--- src/design/fsq_pkg.sv ---
// Shared constants and types of the four-rail power sequencer
package fsq_pkg;

   // Timing clock and documented delays
   localparam int unsigned CLK_KHZ     = 50000;
   localparam int unsigned T_HOLD_MS   = 10;
   localparam int unsigned T_START_MS  = 10;
   localparam int unsigned T_SETTLE_MS = 150;
   localparam int unsigned T_GLITCH_US = 30;
   localparam int unsigned T_RAMP_US   = 1000;

   // Cycle counts derived from the delays
   localparam int unsigned HOLD_CYC   = T_HOLD_MS * CLK_KHZ;
   localparam int unsigned START_CYC  = T_START_MS * CLK_KHZ;
   localparam int unsigned SETTLE_CYC = T_SETTLE_MS * CLK_KHZ;
   localparam int unsigned RAMP_CYC   = (T_RAMP_US * CLK_KHZ + 999) / 1000;
   localparam int unsigned GLITCH_CYC = (T_GLITCH_US * CLK_KHZ + 999) / 1000;

   // Widths
   localparam int unsigned NCH    = 4;
   localparam int unsigned TMR_W  = 23;
   localparam int unsigned GLT_W  = 11;
   localparam int unsigned SYNC_W = 7;

   // Positions in the synchroniser vector
   localparam int unsigned SY_EN1  = 0;
   localparam int unsigned SY_EN2  = 1;
   localparam int unsigned SY_POL  = 2;
   localparam int unsigned SY_OD   = 3;
   localparam int unsigned SY_CASC = 4;
   localparam int unsigned SY_MODE = 5;

   // Operating modes
   localparam logic [1:0] MODE_ALL   = 2'h0;
   localparam logic [1:0] MODE_INDEP = 2'h1;
   localparam logic [1:0] MODE_FIXED = 2'h2;
   localparam logic [1:0] MODE_GROUP = 2'h3;

   // Channel masks (bit 0 is channel A)
   localparam logic [3:0] MASK_ALL  = 4'hf;
   localparam logic [3:0] MASK_AB   = 4'h3;
   localparam logic [3:0] MASK_CD   = 4'hc;
   localparam logic [3:0] MASK_NONE = 4'h0;
   localparam logic [3:0] CH_FIRST  = 4'h1;
   localparam logic [1:0] STEP_A    = 2'h0;
   localparam logic [1:0] STEP_D    = 2'h3;

   typedef enum logic [7:0] {
      S_OFF    = 8'h01,
      S_HOLD   = 8'h02,
      S_ARMED  = 8'h04,
      S_DLY    = 8'h08,
      S_RAMP   = 8'h10,
      S_SETTLE = 8'h20,
      S_ON     = 8'h40,
      S_DOWN   = 8'h80
   } fsq_state_e;

endpackage

--- src/design/fsq_uv_if.sv ---
// Filtered rail status passed from the input filter to the sequencer
`timescale 1ns/10ps
interface fsq_uv_if;
   logic [3:0] rail_ok;
   modport src (output rail_ok);
   modport dst (input rail_ok);
endinterface

--- src/design/fsq_uv_filter.sv ---
// Synchroniser and dip filter for the four rail comparator inputs
`timescale 1ns/10ps
module fsq_uv_filter
   import fsq_pkg::*;
(
   // Clock and reset
   input  wire logic                  mclk_i,
   input  wire logic                  rst_b_i,
   // Comparator results, high while the rail is above its level
   input  wire logic [fsq_pkg::NCH-1:0] rail_undervoltage_input_i,
   // Filtered status
   fsq_uv_if.src                      uv
);
   import fsq_pkg::*;

   localparam logic [GLT_W-1:0] GLT_LAST = GLT_W'(GLITCH_CYC - 1);

   genvar ch;
   generate
      for (ch = 0; ch < NCH; ch++)
      begin : g_ch
         logic             s1_r;
         logic             s2_r;
         logic [GLT_W-1:0] low_cnt_r;
         logic             ok_r;

         always_ff @(posedge mclk_i or negedge rst_b_i)
         begin
            if (!rst_b_i)
            begin
               s1_r <= 1'b0;
               s2_r <= 1'b0;
            end
            else
            begin
               s1_r <= rail_undervoltage_input_i[ch];
               s2_r <= s1_r;
            end
         end

         // A dip only counts once it has lasted the full window
         always_ff @(posedge mclk_i or negedge rst_b_i)
         begin
            if (!rst_b_i)
            begin
               low_cnt_r <= '0;
               ok_r      <= 1'b0;
            end
            else if (s2_r)
            begin
               low_cnt_r <= '0;
               ok_r      <= 1'b1;
            end
            else if (low_cnt_r == GLT_LAST)
               ok_r <= 1'b0;
            else
               low_cnt_r <= low_cnt_r + 1'b1;
         end

         assign uv.rail_ok[ch] = ok_r;
      end
   endgenerate

endmodule

--- src/design/fsq_top.sv ---
// Control logic of the four-rail power sequencer
// Functional notes
// - Enable starts sequencing: on when asserted, off when withdrawn.
// - Enable is ignored for 10ms after rail levels first become good.
// - Reset output released 150ms after every gate is fully on.
// - Reset output asserts on any rail fault or enable withdrawal.
// - Reset outputs are open-drain and filtered against fast transients.
// - All-rails mode needs all four rails good, before and during operation.
// - Independent mode turns each channel on when its own rail is good.
// - Fixed-order mode: on A-B-C-D, off D-C-B-A.
// - Fixed order starts on all rails good plus enable; one gate at a time.
// - Grouped mode: two groups, all rails to start, faults kept per group.
// - Grouped mode: active-low enable per group, second reset for C, D.
// - Enable polarity selectable: active-high only in standby variant.
// - Active-high variant reports standby when disabled and the sequencer is idle.
// - Open-drain variant drives channels as open-drain logic outputs.
// - Cascaded devices share one open-drain completion wire.
// - Rail dips shorter than 30us are ignored.
// - Turn-on timing begins 10ms after enable starts a turn-on.
`timescale 1ns/10ps
module fsq_top
   import fsq_pkg::*;
#(
   parameter int unsigned HOLD_CYC_P   = fsq_pkg::HOLD_CYC,
   parameter int unsigned START_CYC_P  = fsq_pkg::START_CYC,
   parameter int unsigned SETTLE_CYC_P = fsq_pkg::SETTLE_CYC,
   parameter int unsigned RAMP_CYC_P   = fsq_pkg::RAMP_CYC
)
(
   // Clock and reset
   input  wire logic                    mclk_i,
   input  wire logic                    rst_b_i,
   // Rail comparators
   input  wire logic [fsq_pkg::NCH-1:0] rail_undervoltage_input_i,
   // Enables and variant straps
   input  wire logic                    enable1_i,
   input  wire logic                    enable2_n_i,
   input  wire logic                    en_active_high_i,
   input  wire logic                    open_drain_mode_i,
   input  wire logic [1:0]              mode_sel_i,
   // Gate drives and open-drain channel outputs
   output logic      [fsq_pkg::NCH-1:0] gate_on_o,
   output logic      [fsq_pkg::NCH-1:0] chan_od_o,
   output logic      [fsq_pkg::NCH-1:0] chan_od_oe_o,
   // Sequence-complete reset outputs, open-drain
   output logic                         seq_rst1_n_o,
   output logic                         seq_rst1_n_oe_o,
   output logic                         seq_rst2_n_o,
   output logic                         seq_rst2_n_oe_o,
   // Shared cascade wire, open-drain
   input  wire logic                    cascade_done_wire_n_i,
   output logic                         cascade_done_wire_n_o,
   output logic                         cascade_done_wire_n_oe_o,
   // Low-power standby indication
   output logic                         standby_o
);
   import fsq_pkg::*;

   fsq_uv_if uv_bus ();

   fsq_uv_filter u_filter (
      .mclk_i                    (mclk_i),
      .rst_b_i                   (rst_b_i),
      .rail_undervoltage_input_i (rail_undervoltage_input_i),
      .uv                        (uv_bus)
   );

   logic [SYNC_W-1:0] sy1_r;
   logic [SYNC_W-1:0] sy2_r;

   always_ff @(posedge mclk_i or negedge rst_b_i)
   begin
      if (!rst_b_i)
      begin
         sy1_r <= '0;
         sy2_r <= '0;
      end
      else
      begin
         sy1_r <= {mode_sel_i, cascade_done_wire_n_i, open_drain_mode_i,
                   en_active_high_i, enable2_n_i, enable1_i};
         sy2_r <= sy1_r;
      end
   end

   logic [1:0] mode;
   logic [3:0] ok;
   logic       grouped;
   logic       indep;
   logic       fixed;
   logic       pol_hi;

   assign mode    = sy2_r[SY_MODE +: 2];
   assign ok      = uv_bus.rail_ok;
   assign grouped = (mode == MODE_GROUP);
   assign indep   = (mode == MODE_INDEP);
   assign fixed   = (mode == MODE_FIXED);
   assign pol_hi  = sy2_r[SY_POL] & ~grouped;

   logic [3:0] grp_on   [2];
   logic       grp_done [2];
   logic       grp_idle [2];
   logic       grp_en   [2];

   genvar g;
   generate
      for (g = 0; g < 2; g++)
      begin : g_grp
         fsq_state_e       st_r;
         fsq_state_e       st_nxt;
         logic [TMR_W-1:0] tmr_r;
         logic [TMR_W-1:0] load_val;
         logic [1:0]       step_r;
         logic [3:0]       on_r;
         logic [3:0]       mask;
         logic             en_act;
         logic             ok_on;
         logic             ok_keep;
         logic             fault;
         logic             zero;
         logic             up_last;
         logic             dn_last;
         logic             full_on;
         logic             step_adv;

         always_comb
         begin
            if (grouped)
               mask = (g == 0) ? MASK_AB : MASK_CD;
            else
               mask = (g == 0) ? MASK_ALL : MASK_NONE;
         end

         // Grouped enables are always active low
         assign en_act = (g == 0) ? (pol_hi ? sy2_r[SY_EN1]
                                             : ~sy2_r[SY_EN1])
                                  : ~sy2_r[SY_EN2];
         assign ok_on   = indep ? |(ok & mask) : &ok;
         assign ok_keep = indep ? 1'b1
                        : grouped ? &(ok | ~mask)
                        : &ok;
         assign fault   = ~ok_keep | ~en_act;
         assign zero    = (tmr_r == '0);
         assign up_last = ~fixed | (step_r == STEP_D);
         assign dn_last = ~fixed | (step_r == STEP_A);
         assign full_on = indep ? &(ok | ~mask) : 1'b1;

         always_comb
         begin
            st_nxt = st_r;
            if (mask == MASK_NONE)
               st_nxt = S_OFF;
            else
               unique case (st_r)
                  S_OFF:
                     if (ok_on)
                        st_nxt = S_HOLD;
                  S_HOLD:
                     if (!ok_keep)
                        st_nxt = S_OFF;
                     else if (zero)
                        st_nxt = S_ARMED;
                  S_ARMED:
                     if (!ok_keep)
                        st_nxt = S_OFF;
                     else if (en_act)
                        st_nxt = S_DLY;
                  S_DLY:
                     if (!ok_keep)
                        st_nxt = S_OFF;
                     else if (!en_act)
                        st_nxt = S_ARMED;
                     else if (zero)
                        st_nxt = S_RAMP;
                  S_RAMP:
                     if (fault)
                        st_nxt = S_DOWN;
                     else if (zero && up_last)
                        st_nxt = S_SETTLE;
                  S_SETTLE:
                     if (fault)
                        st_nxt = S_DOWN;
                     else if (zero && full_on)
                        st_nxt = S_ON;
                  // An independent rail loss reopens the settle wait
                  S_ON:
                     if (fault)
                        st_nxt = S_DOWN;
                     else if (!full_on)
                        st_nxt = S_SETTLE;
                  S_DOWN:
                     if (zero && dn_last)
                        st_nxt = ok_keep ? S_ARMED : S_OFF;
               endcase
         end

         assign step_adv = fixed && zero && (st_nxt == st_r) &&
                           ((st_r == S_RAMP) || (st_r == S_DOWN));

         always_comb
         begin
            unique case (st_nxt)
               S_HOLD:   load_val = TMR_W'(HOLD_CYC_P);
               S_DLY:    load_val = TMR_W'(START_CYC_P);
               S_SETTLE: load_val = TMR_W'(SETTLE_CYC_P);
               S_RAMP,
               S_DOWN:   load_val = TMR_W'(RAMP_CYC_P);
               default:  load_val = '0;
            endcase
         end

         always_ff @(posedge mclk_i or negedge rst_b_i)
         begin
            if (!rst_b_i)
               st_r <= S_OFF;
            else
               st_r <= st_nxt;
         end

         always_ff @(posedge mclk_i or negedge rst_b_i)
         begin
            if (!rst_b_i)
               tmr_r <= '0;
            // Settle restarts while an independent rail is still down
            else if ((st_nxt != st_r) || step_adv ||
                     ((st_r == S_SETTLE) && !full_on))
               tmr_r <= load_val;
            else if (!zero)
               tmr_r <= tmr_r - 1'b1;
         end

         always_ff @(posedge mclk_i or negedge rst_b_i)
         begin
            if (!rst_b_i)
               step_r <= STEP_A;
            else if (st_nxt == S_RAMP && st_r != S_RAMP)
               step_r <= STEP_A;
            else if (st_nxt == S_DOWN && st_r != S_DOWN)
               step_r <= STEP_D;
            else if (step_adv && st_r == S_RAMP)
               step_r <= step_r + 1'b1;
            else if (step_adv)
               step_r <= step_r - 1'b1;
         end

         // Fixed order turns on one channel per ramp period, off in reverse
         always_ff @(posedge mclk_i or negedge rst_b_i)
         begin
            if (!rst_b_i)
               on_r <= '0;
            else if (st_r == S_RAMP)
               on_r <= fixed ? (on_r | (mask & (CH_FIRST << step_r)))
                             : mask;
            else if (st_r == S_DOWN)
               on_r <= fixed ? (on_r & ~(CH_FIRST << step_r))
                             : '0;
            else if (st_r != S_SETTLE && st_r != S_ON)
               on_r <= '0;
         end

         assign grp_on[g]   = on_r;
         assign grp_done[g] = (st_r == S_ON);
         assign grp_idle[g] = (st_r == S_OFF) || (st_r == S_HOLD) ||
                              (st_r == S_ARMED);
         assign grp_en[g]   = en_act;
      end
   endgenerate

   logic [3:0] gate_cmb;
   logic       od_mode;
   logic       casc_high;

   // Independent channels follow their own rail status live
   assign gate_cmb  = (grp_on[0] | grp_on[1])
                    & (indep ? ok : MASK_ALL);
   assign od_mode   = sy2_r[SY_OD];
   assign casc_high = sy2_r[SY_CASC];

   // Open-drain data pins only ever pull low; the enables carry the level
   logic od_low_r;

   always_ff @(posedge mclk_i or negedge rst_b_i)
   begin
      if (!rst_b_i)
         od_low_r <= 1'b0;
      else
         od_low_r <= 1'b0;
   end

   assign chan_od_o             = {NCH{od_low_r}};
   assign seq_rst1_n_o          = od_low_r;
   assign seq_rst2_n_o          = od_low_r;
   assign cascade_done_wire_n_o = od_low_r;

   always_ff @(posedge mclk_i or negedge rst_b_i)
   begin
      if (!rst_b_i)
      begin
         gate_on_o    <= '0;
         chan_od_oe_o <= MASK_ALL;
      end
      else
      begin
         gate_on_o    <= od_mode ? MASK_NONE : gate_cmb;
         chan_od_oe_o <= od_mode ? ~gate_cmb : MASK_ALL;
      end
   end

   // Reset pins pull low from reset onward, so they read asserted at once
   always_ff @(posedge mclk_i or negedge rst_b_i)
   begin
      if (!rst_b_i)
      begin
         cascade_done_wire_n_oe_o <= 1'b1;
         seq_rst1_n_oe_o          <= 1'b1;
         seq_rst2_n_oe_o          <= 1'b1;
      end
      else
      begin
         cascade_done_wire_n_oe_o <= ~grp_done[0];
         seq_rst1_n_oe_o <= ~(grp_done[0] & casc_high);
         seq_rst2_n_oe_o <= grouped ? ~grp_done[1]
                                    : ~(grp_done[0] & casc_high);
      end
   end

   always_ff @(posedge mclk_i or negedge rst_b_i)
   begin
      if (!rst_b_i)
         standby_o <= 1'b0;
      else
         standby_o <= pol_hi & ~grp_en[0] & grp_idle[0];
   end

endmodule

--- config.mk ---
export PLATFORM = sky130hd
export DESIGN_NAME = fsq_top
export DESIGN_NICKNAME = d
export VERILOG_FILES = /design/src/design/fsq_pkg.sv /design/src/design/fsq_uv_if.sv /design/src/design/fsq_uv_filter.sv /design/src/design/fsq_top.sv
export SDC_FILE = /design/constraint.sdc
export NUM_CORES = 1
export LEC_CHECK = 0
export BUFFER_PORTS_ARGS = -buffer_cell sky130_fd_sc_hd__buf_2
export CORE_ASPECT_RATIO = 0.75
export CORE_MARGIN = 4
export CORE_UTILIZATION = 40
export DETAILED_ROUTE_END_ITERATION = 10
export PLACE_DENSITY = 0.56
export SETUP_SLACK_MARGIN = 0.1
export SKIP_CTS_REPAIR_TIMING = 1
export SLEW_MARGIN = 15
export SYNTH_ARGS = -nofsm -noshare
export SYNTH_HDL_FRONTEND = slang
export SYNTH_SLANG_ARGS = --single-unit
--- constraint.sdc ---
create_clock -name mclk_i -period 3.8 [get_ports mclk_i]
set_input_delay 0 -clock mclk_i [delete_from_list [all_inputs] [get_ports mclk_i]]
set_output_delay 0 -clock mclk_i [all_outputs]
set_load 0.005 [all_outputs]
==> summary.md, run 1 <==
| Metric | Value |
|---|---|
| Status | finished clean |
| Crit start category | flip-flop |
| Post-Layout Inst Area | between 0.009 and 0.01 sq mm |
| Netlist cell types | slightly below 90 |
| Period utilization | 0.900 |
| Routed vias/inst | ~5.4 |
| Die height | roughly 140 um |
| Warnings from Yosys | 0 |
| TritonCTS clock tree | done |
| First-pass DRT Iterations | 5 |
| Worst stage delay on the critical path | between 0.4 and 0.5 ns |
| IO Port Bufs | 24 |
| Fin crit period | approximately 3.4 ns |
| Met2 WL | around 7900 um |
| Routed length on met3 | approximately 1400 um |
| Tot GR Track Use | 0.181 |
| Post-Route WL | between 20000 and 25000 um |
| P_leak | approximately 4.2 nW |
| WL met1 | 11100 um |
| Total power | approximately 5.2 mW |
| Unrepaired setup endpoints after global routing | no |
| Max FO, Critical Path | 10 |
| Layout cells sized above 1 | 0.133 |
| Starting Density | 0.409 |
| Fillers | 2067 |
| Synth Flop Type | dfrtp_1 |
| Clock Root Buffer | clkbuf_16 |
| Final nets | between 1000 and 1500 |
| Largest delay share family, worst path | compound AO/OA/AOI/OAI gates |
| Setup CP Type | flip-flop to flip-flop |
| Clock Latency Late Sink | 0.43 ns |
| HPWL Detailed | 14700 um |
| Slowest-stage cell, CP | dfrtp_1 |
| Pin count of the biggest net entering global routing | 95 |
| Critical Path RT | around 4.2 ns |
| Critical-path cell list | nand2_1 > and2_1 > ha_1 > nand3b_1 > a2111oi_4 > a21oi_1 > o211ai_2 > a2bb2oi_1 > nand4_1 > nor4_1 > nor3_1 > a22oi_1 |
| Yosys top cell area share | 0.423 |
| Top cells by area, synth | dfrtp_1 42%, nor2_1 6.9%, xor2_1 3.9% |
| Number of synthesized flops with an enable pin | 0 |
| Hold Fails Final Rpt | 0 |
| Std-Cell Rows | between 40 and 50 |
| Clk sinks | between 150 and 200 |
| Sequential Area | between 0.003 and 0.004 sq mm |
| Pwr Density | approximately 530 mW/mm^2 |
| Fin util | 0.468 |
| Dpl ws | 0.256 ns |
| Cells after DPL | ~1200 |
| #FFs+latches synth | 156 |
| Area after DPL | ~0.0092 sq mm |
| Commonest non-fill, non-tap cell in the layout | nor2_1 |
| CP Buf/Inv Count | 0 |
| Final Wtd Congestion | approximately 0.93 |
| Initial antenna violation count | 0 |
| Seq/Total Area, Yosys | 0.450 |
| Wire length per cell | approximately 16 um |
| Mapped Area | just under 0.009 sq mm |
| Vias in the first global route | around 6600 |
| Ys async rst share | 1.00 |
| Core area | ~0.021 sq mm |
| Die X | between 150 and 200 um |
| CP arrival | between 3 and 4 ns |
| Max layer used | met4 |
| Max Clock Skew | around 0.015 ns |
| Die Footprint | 0.0242 sq mm |
| Number of DRC markers in iteration 0 | 717 |
| Max cap viols | 0 |
| Fmax achieved | a little under 300 MHz |
| Worst hold slack | roughly 0.21 ns |
| Most frequent cells in the layout | 159 x nor2_1, 147 x dfrtp_1, 69 x nand2_1 |
| Finished Layout Cells | roughly 1300 |
| VDD IR max | between 0.2 and 0.3 mV |
| First-pass GRT wire length | around 35000 um |
| Final Max Tran Viols | 0 |
| Number of H-tree levels | 4 |
| Area of the multi-input gates | 0.00452 sq mm |
| Slew of the pin with the lowest slew margin | a little under 0.9 ns |
| Syn avg cell area | roughly 9.2 sq um |
| Worst-case headroom to the max-slew limit | 0.414 |
| Vias post-DR | about 6900 |
| Num ports | 32 |
| Yosys top cell by area | dfrtp_1 |
| Hold/Removal Path Class | primary input to async pin |
| Clk slew on worst S/H paths | about 0.07 ns |
| Post-Syn Instances | 949 |
| Final worst slack | approximately 0.38 ns |
| Antenna Violating Nets Remaining | 0 |
| Remaining routing DRC violations | 0 |
| Worst path depth | 12 |
| Antenna Cells | 0 |
| Crit path capture type | flip-flop |
| Largest buffer count on any clock path | 2 |
| Final Setup Violations | 0 |
| Grt total ovfl | 0 |
| Fin Setup TNS | 0 ns |
| Inserted Clock Buffers | 17 |
| R2R depth | 12 |
| Area grow syn2layout | 14.4% |
## per-layer routing
layer  global-route usage  vias up
li1                     -     3427
met3               0.0499       19
met4               0.0460        0
met5                    0        -
met1                0.297     3275
met2                0.226      221
## registers in the layout, indices dropped and copies added (netlist names), 7 cells and up
register                 flops
sy1_r                        7
g_grp.tmr_r                 46
u_filter.g_ch.low_cnt_r     44
sy2_r                        7
g_grp.st_r                  16
g_grp.on_r                   8
## worst reg2reg max path, cell delays in order (launching register included)
cell	delay, ns
dfrtp_1	0.47
nand2_1	0.18
and2_1	0.20
ha_1	0.29
nand3b_1	0.12
a2111oi_4	0.42
a21oi_1	0.17
o211ai_2	0.23
a2bb2oi_1	0.31
nand4_1	0.21
nor4_1	0.39
nor3_1	0.17
a22oi_1	0.19
## final cells by class
type	instances	area share
clock buffer	21	0.0462
clock inverter	11	0.0181
inverter	16	0.00603
multi-input combinational	732	0.454
sequential	156	0.393
tap	288	0.0362
timing repair buffer	63	0.0463
## cells by family after synthesis
kind of cell,count (synthesis),share of synthesized area
fa+ha+maj,7,0.0101
flops,156,0.450
simple gates,445,0.268
buf+inv,67,0.0351
mux,12,0.0145
compound gates,184,0.145
xor+xnor,77,0.0775
other cells,1,0.000431
## path summary, 6_finish.rpt
path | slack [ns] | end | startpoint
setup reg to reg | 0.38 | g_grp[0].tmr_r[8]$_DFFE_PN0P_ | sy2_r[6]$_DFF_PN0_
hold / removal | 0.21 | g_grp[0].tmr_r[12]$_DFFE_PN0P_ | rst_b_i
max in group asynchronous | 2.73 | g_grp[1].st_r[0]$_DFF_PN1_ | rst_b_i
setup / recovery | 0.38 | g_grp[0].tmr_r[8]$_DFFE_PN0P_ | sy2_r[6]$_DFF_PN0_
min in group mclk_i | 0.21 | sy1_r[3]$_DFF_PN0_ | open_drain_mode_i
hold reg to reg | 0.35 | u_filter.g_ch[0].s2_r$_DFF_PN0_ | u_filter.g_ch[0].s1_r$_DFF_PN0_
## report_power, final
| part | switching (mW) | internal, mW |
|---|---|---|
| registers | 0.211 | 1.85 |
| clock network | 0.708 | 1.15 |
| logic | 0.781 | 0.554 |
## cells in the mapped netlist (6+ instances only)
library cell,instances
nor2b_1,20
nand2_1,69
xor2_1,39
a21o_1,7
buf_2,13
nor4_1,20
nor2_1,159
nand3_1,35
or4_1,7
o21ai_0,34
dfstp_2,9
ha_1,7
and4_1,6
nand2b_1,12
dfrtp_1,147
o22ai_1,10
nand4_1,16
xnor2_1,38
mux2i_1,7
and3_1,8
inv_1,16
clkbuf_1,26
o31ai_1,6
buf_4,8
o21ai_1,11
or3_1,8
a21oi_1,41
o21a_1,9
or2_2,6
nor3_1,34
Power figures use the tool's default switching activity.
==> inputs of run 2 (changes only) <==
--- a/config.mk
+++ b/config.mk
@@ -8,9 +8,10 @@
 export BUFFER_PORTS_ARGS = -buffer_cell sky130_fd_sc_hd__buf_2
 export CORE_ASPECT_RATIO = 0.75
 export CORE_MARGIN = 4
-export CORE_UTILIZATION = 40
+export CORE_UTILIZATION = 63
 export DETAILED_ROUTE_END_ITERATION = 10
-export PLACE_DENSITY = 0.56
+export PLACE_DENSITY = 0.81
+export REMOVE_ABC_BUFFERS = 1
 export SETUP_SLACK_MARGIN = 0.1
 export SKIP_CTS_REPAIR_TIMING = 1
 export SLEW_MARGIN = 15
==> run 2 against run 1 <==
Power rose by 0.56%. Cell count fell by 8.9%. Worst setup slack got worse by 0.16 ns. Combinational power rose by 8%. Non-clock buffer count rose by 3. Via count rose by 5.6%. First-iteration DRC count fell by 1.1%. Clock-buffer cell count did not move. Clock skew fell by 0.0049 ns. Hold slack improved by 0.0018 ns. Routed wire length rose by 6.6%. Die area fell by 35%. Largest cell class unchanged.
==> summary.md, run 2 (synthesis results as in run 1) <==
| Metric | Value |
|---|---|
| Status | finished clean (unchanged) |
| Most frequent cells in the layout | 159 x nor2_1, 147 x dfrtp_1, 69 x nand2_1 (unchanged) |
| Pwr Density | 538 mW/mm^2 (was 527 mW/mm^2) |
| Max cap viols | 0 (unchanged) |
| Fin Setup TNS | 0 ns (unchanged) |
| Final nets | 1009 (was 1006) |
| Routed vias/inst | 6.25 (was 5.39) |
| Pin count of the biggest net entering global routing | 104 (was 95) |
| Fin util | 0.740 (was 0.468) |
| Num ports | 32 (unchanged) |
| Grt total ovfl | 0 (unchanged) |
| Post-Route WL | 22000 um (was 20600 um) |
| Critical Path RT | 4.07 ns (was 4.15 ns) |
| Max FFs per register | 46 (unchanged) |
| Clk slew on worst S/H paths | 0.06 ns (was 0.07 ns) |
| Remaining routing DRC violations | 0 (unchanged) |
| Crit path capture type | flip-flop (unchanged) |
| Starting Density | 0.657 (was 0.409) |
| Fmax achieved | 279 MHz (was 292 MHz) |
| TritonCTS clock tree | done (unchanged) |
| CP arrival | 3.85 ns (was 3.77 ns) |
| HPWL Detailed | 15000 um (was 14700 um) |
| Clock Latency Late Sink | 0.43 ns (about the same) |
| Setup CP Type | flip-flop to flip-flop (unchanged) |
| Inserted Clock Buffers | 17 (unchanged) |
| Fin crit period | 3.58 ns (was 3.42 ns) |
| Vias post-DR | 7331 (was 6942) |
| Vias in the first global route | 6772 (was 6581) |
| Max Clock Skew | 0.0102 ns (was 0.0150 ns) |
| Antenna Violating Nets Remaining | 0 (unchanged) |
| Largest Register | g_grp.tmr_r (unchanged) |
| P_leak | 4.18 nW (about the same) |
| Wire length per cell | 18.7 um (was 16.0 um) |
| Die height | 110 um (was 136 um) |
| Sequential Area | 0.00392 sq mm (unchanged) |
| Largest buffer count on any clock path | 2 (unchanged) |
| VDD IR max | 0.502 mV (was 0.283 mV) |
| Clk sinks | 156 (unchanged) |
| Initial antenna violation count | 0 (unchanged) |
| Crit start category | flip-flop (unchanged) |
| Std-Cell Rows | 36 (was 46) |
| Core area | 0.0132 sq mm (was 0.0213 sq mm) |
| Period utilization | 0.942 (was 0.900) |
| Commonest non-fill, non-tap cell in the layout | nor2_1 (unchanged) |
| IO Port Bufs | 24 (unchanged) |
| Number of DRC markers in iteration 0 | 709 (was 717) |
| Final Setup Violations | 0 (unchanged) |
| Final Max Tran Viols | 0 (unchanged) |
| Cells after DPL | 1125 (was 1243) |
| Hold/Removal Path Class | primary input to flip-flop (was primary input to async pin) |
| Die X | 144 um (was 178 um) |
| Layout cells sized above 1 | 0.134 (was 0.133) |
| First-pass DRT Iterations | 5 (unchanged) |
| Slew of the pin with the lowest slew margin | 0.938 ns (was 0.872 ns) |
| Die Footprint | 0.0158 sq mm (was 0.0242 sq mm) |
| Unrepaired setup endpoints after global routing | no (unchanged) |
| Finished Layout Cells | 1173 (was 1287) |
| Biggest regs | g_grp.tmr_r (46), u_filter.g_ch.low_cnt_r (44), g_grp.st_r (16) (unchanged) |
| Hold Fails Final Rpt | 0 (unchanged) |
| Number of H-tree levels | 4 (unchanged) |
| Fillers | 948 (was 2067) |
| Clock Root Buffer | clkbuf_16 (unchanged) |
| Tot GR Track Use | 0.286 (was 0.181) |
| Area grow syn2layout | 12.6% (was 14.4%) |
| Max FO, Critical Path | 14 (was 10) |
| Antenna Cells | 0 (unchanged) |
| First-pass GRT wire length | 35000 um (was 34900 um) |
| Area of the multi-input gates | 0.00453 sq mm (was 0.00452 sq mm) |
| Final Wtd Congestion | 0.991 (was 0.929) |
| Worst-case headroom to the max-slew limit | 0.375 (was 0.414) |
==> run 2: changes by cell type in the layout (fill, tap and decap cells not counted) <==
cell	delta
and2_1	+1
and2_2	-1
buf_12	-1
buf_4	+4
clkbuf_1	+2
clkbuf_8	-2
clkinv_2	+2
clkinv_4	+1
inv_6	-3
nor3_1	-2
nor3_2	+2
o2111a_1	+1
o2111a_2	-1
==> run 2: layout make-up <==
| type | instances | share of cell area |
|---|---|---|
| timing repair buffer | 66 | 0.0481 |
| clock inverter | 11 | 0.0176 |
| clock buffer | 21 | 0.0449 |
| inverter | 16 | 0.00612 |
| sequential | 156 | 0.399 |
| tap | 171 | 0.0218 |
| multi-input combinational | 732 | 0.462 |
==> run 2: per-stage QoR <==
stage | hold slack [ns] | power [mW] | setup WS [ns] | instance area [sq um]
finish | 0.211 | 5.28 | 0.221 | 9810
global route | 0.224 | 5.54 | 0.0782 | 9810
CTS | -0.336 | 5.22 | 0.160 | 9630
detailed placement | 0.110 | 3.42 | 0.222 | 9020
global placement | 0.109 | 3.38 | 0.185 | 9020
floorplan | -0.296 | 3.03 | 0.385 | 8480
==> run 2: layer usage <==
| metal | vias to the layer above | track usage | share of wire |
|---|---|---|---|
| met2 | 334 | 0.399 | 0.42 |
| met5 | - | 0 | 0 |
| met4 | 0 | 0.0571 | 0.012 |
| li1 | 3439 | - | - |
| met1 | 3529 | 0.449 | 0.47 |
| met3 | 29 | 0.0757 | 0.089 |
==> run 2: critical path: stages, from the launching register on <==
cell       delay [ns]
dfrtp_1          0.40
inv_1            0.10
ha_1             0.16
or3b_1           0.49
nor4_4           0.45
nand3_1          0.18
a2bb2oi_2        0.27
nor3_1           0.19
nor4_4           0.36
nand4b_4         0.28
buf_4            0.24
nor2_4           0.24
a31oi_1          0.07
==> run 2: final timing paths <==
path | start | endpoint | slack (ns) | depth (start not counted)
min in group asynchronous | rst_b_i | g_grp[0].tmr_r[20]$_DFFE_PN0P_ | 0.24 | 2
worst max-delay path | g_grp[1].tmr_r[0]$_DFFE_PN0P_ | g_grp[1].tmr_r[6]$_DFFE_PN0P_ | 0.22 | 12
max in group asynchronous | rst_b_i | chan_od_oe_o[2]$_DFF_PN1_ | 2.58 | 3
worst max register to register | g_grp[1].tmr_r[0]$_DFFE_PN0P_ | g_grp[1].tmr_r[6]$_DFFE_PN0P_ | 0.22 | 12
worst min register to register | sy1_r[3]$_DFF_PN0_ | sy2_r[3]$_DFF_PN0_ | 0.35 | 0
worst min-delay path | rail_undervoltage_input_i[3] | u_filter.g_ch[3].s1_r$_DFF_PN0_ | 0.21 | 2
==> run 2: power breakdown <==
part	leakage (nW)	internal [mW]	switching, mW	total, mW
logic	1.87	0.580	0.848	1.43
clock network	0.296	1.10	0.681	1.78
registers	2.02	1.85	0.218	2.07
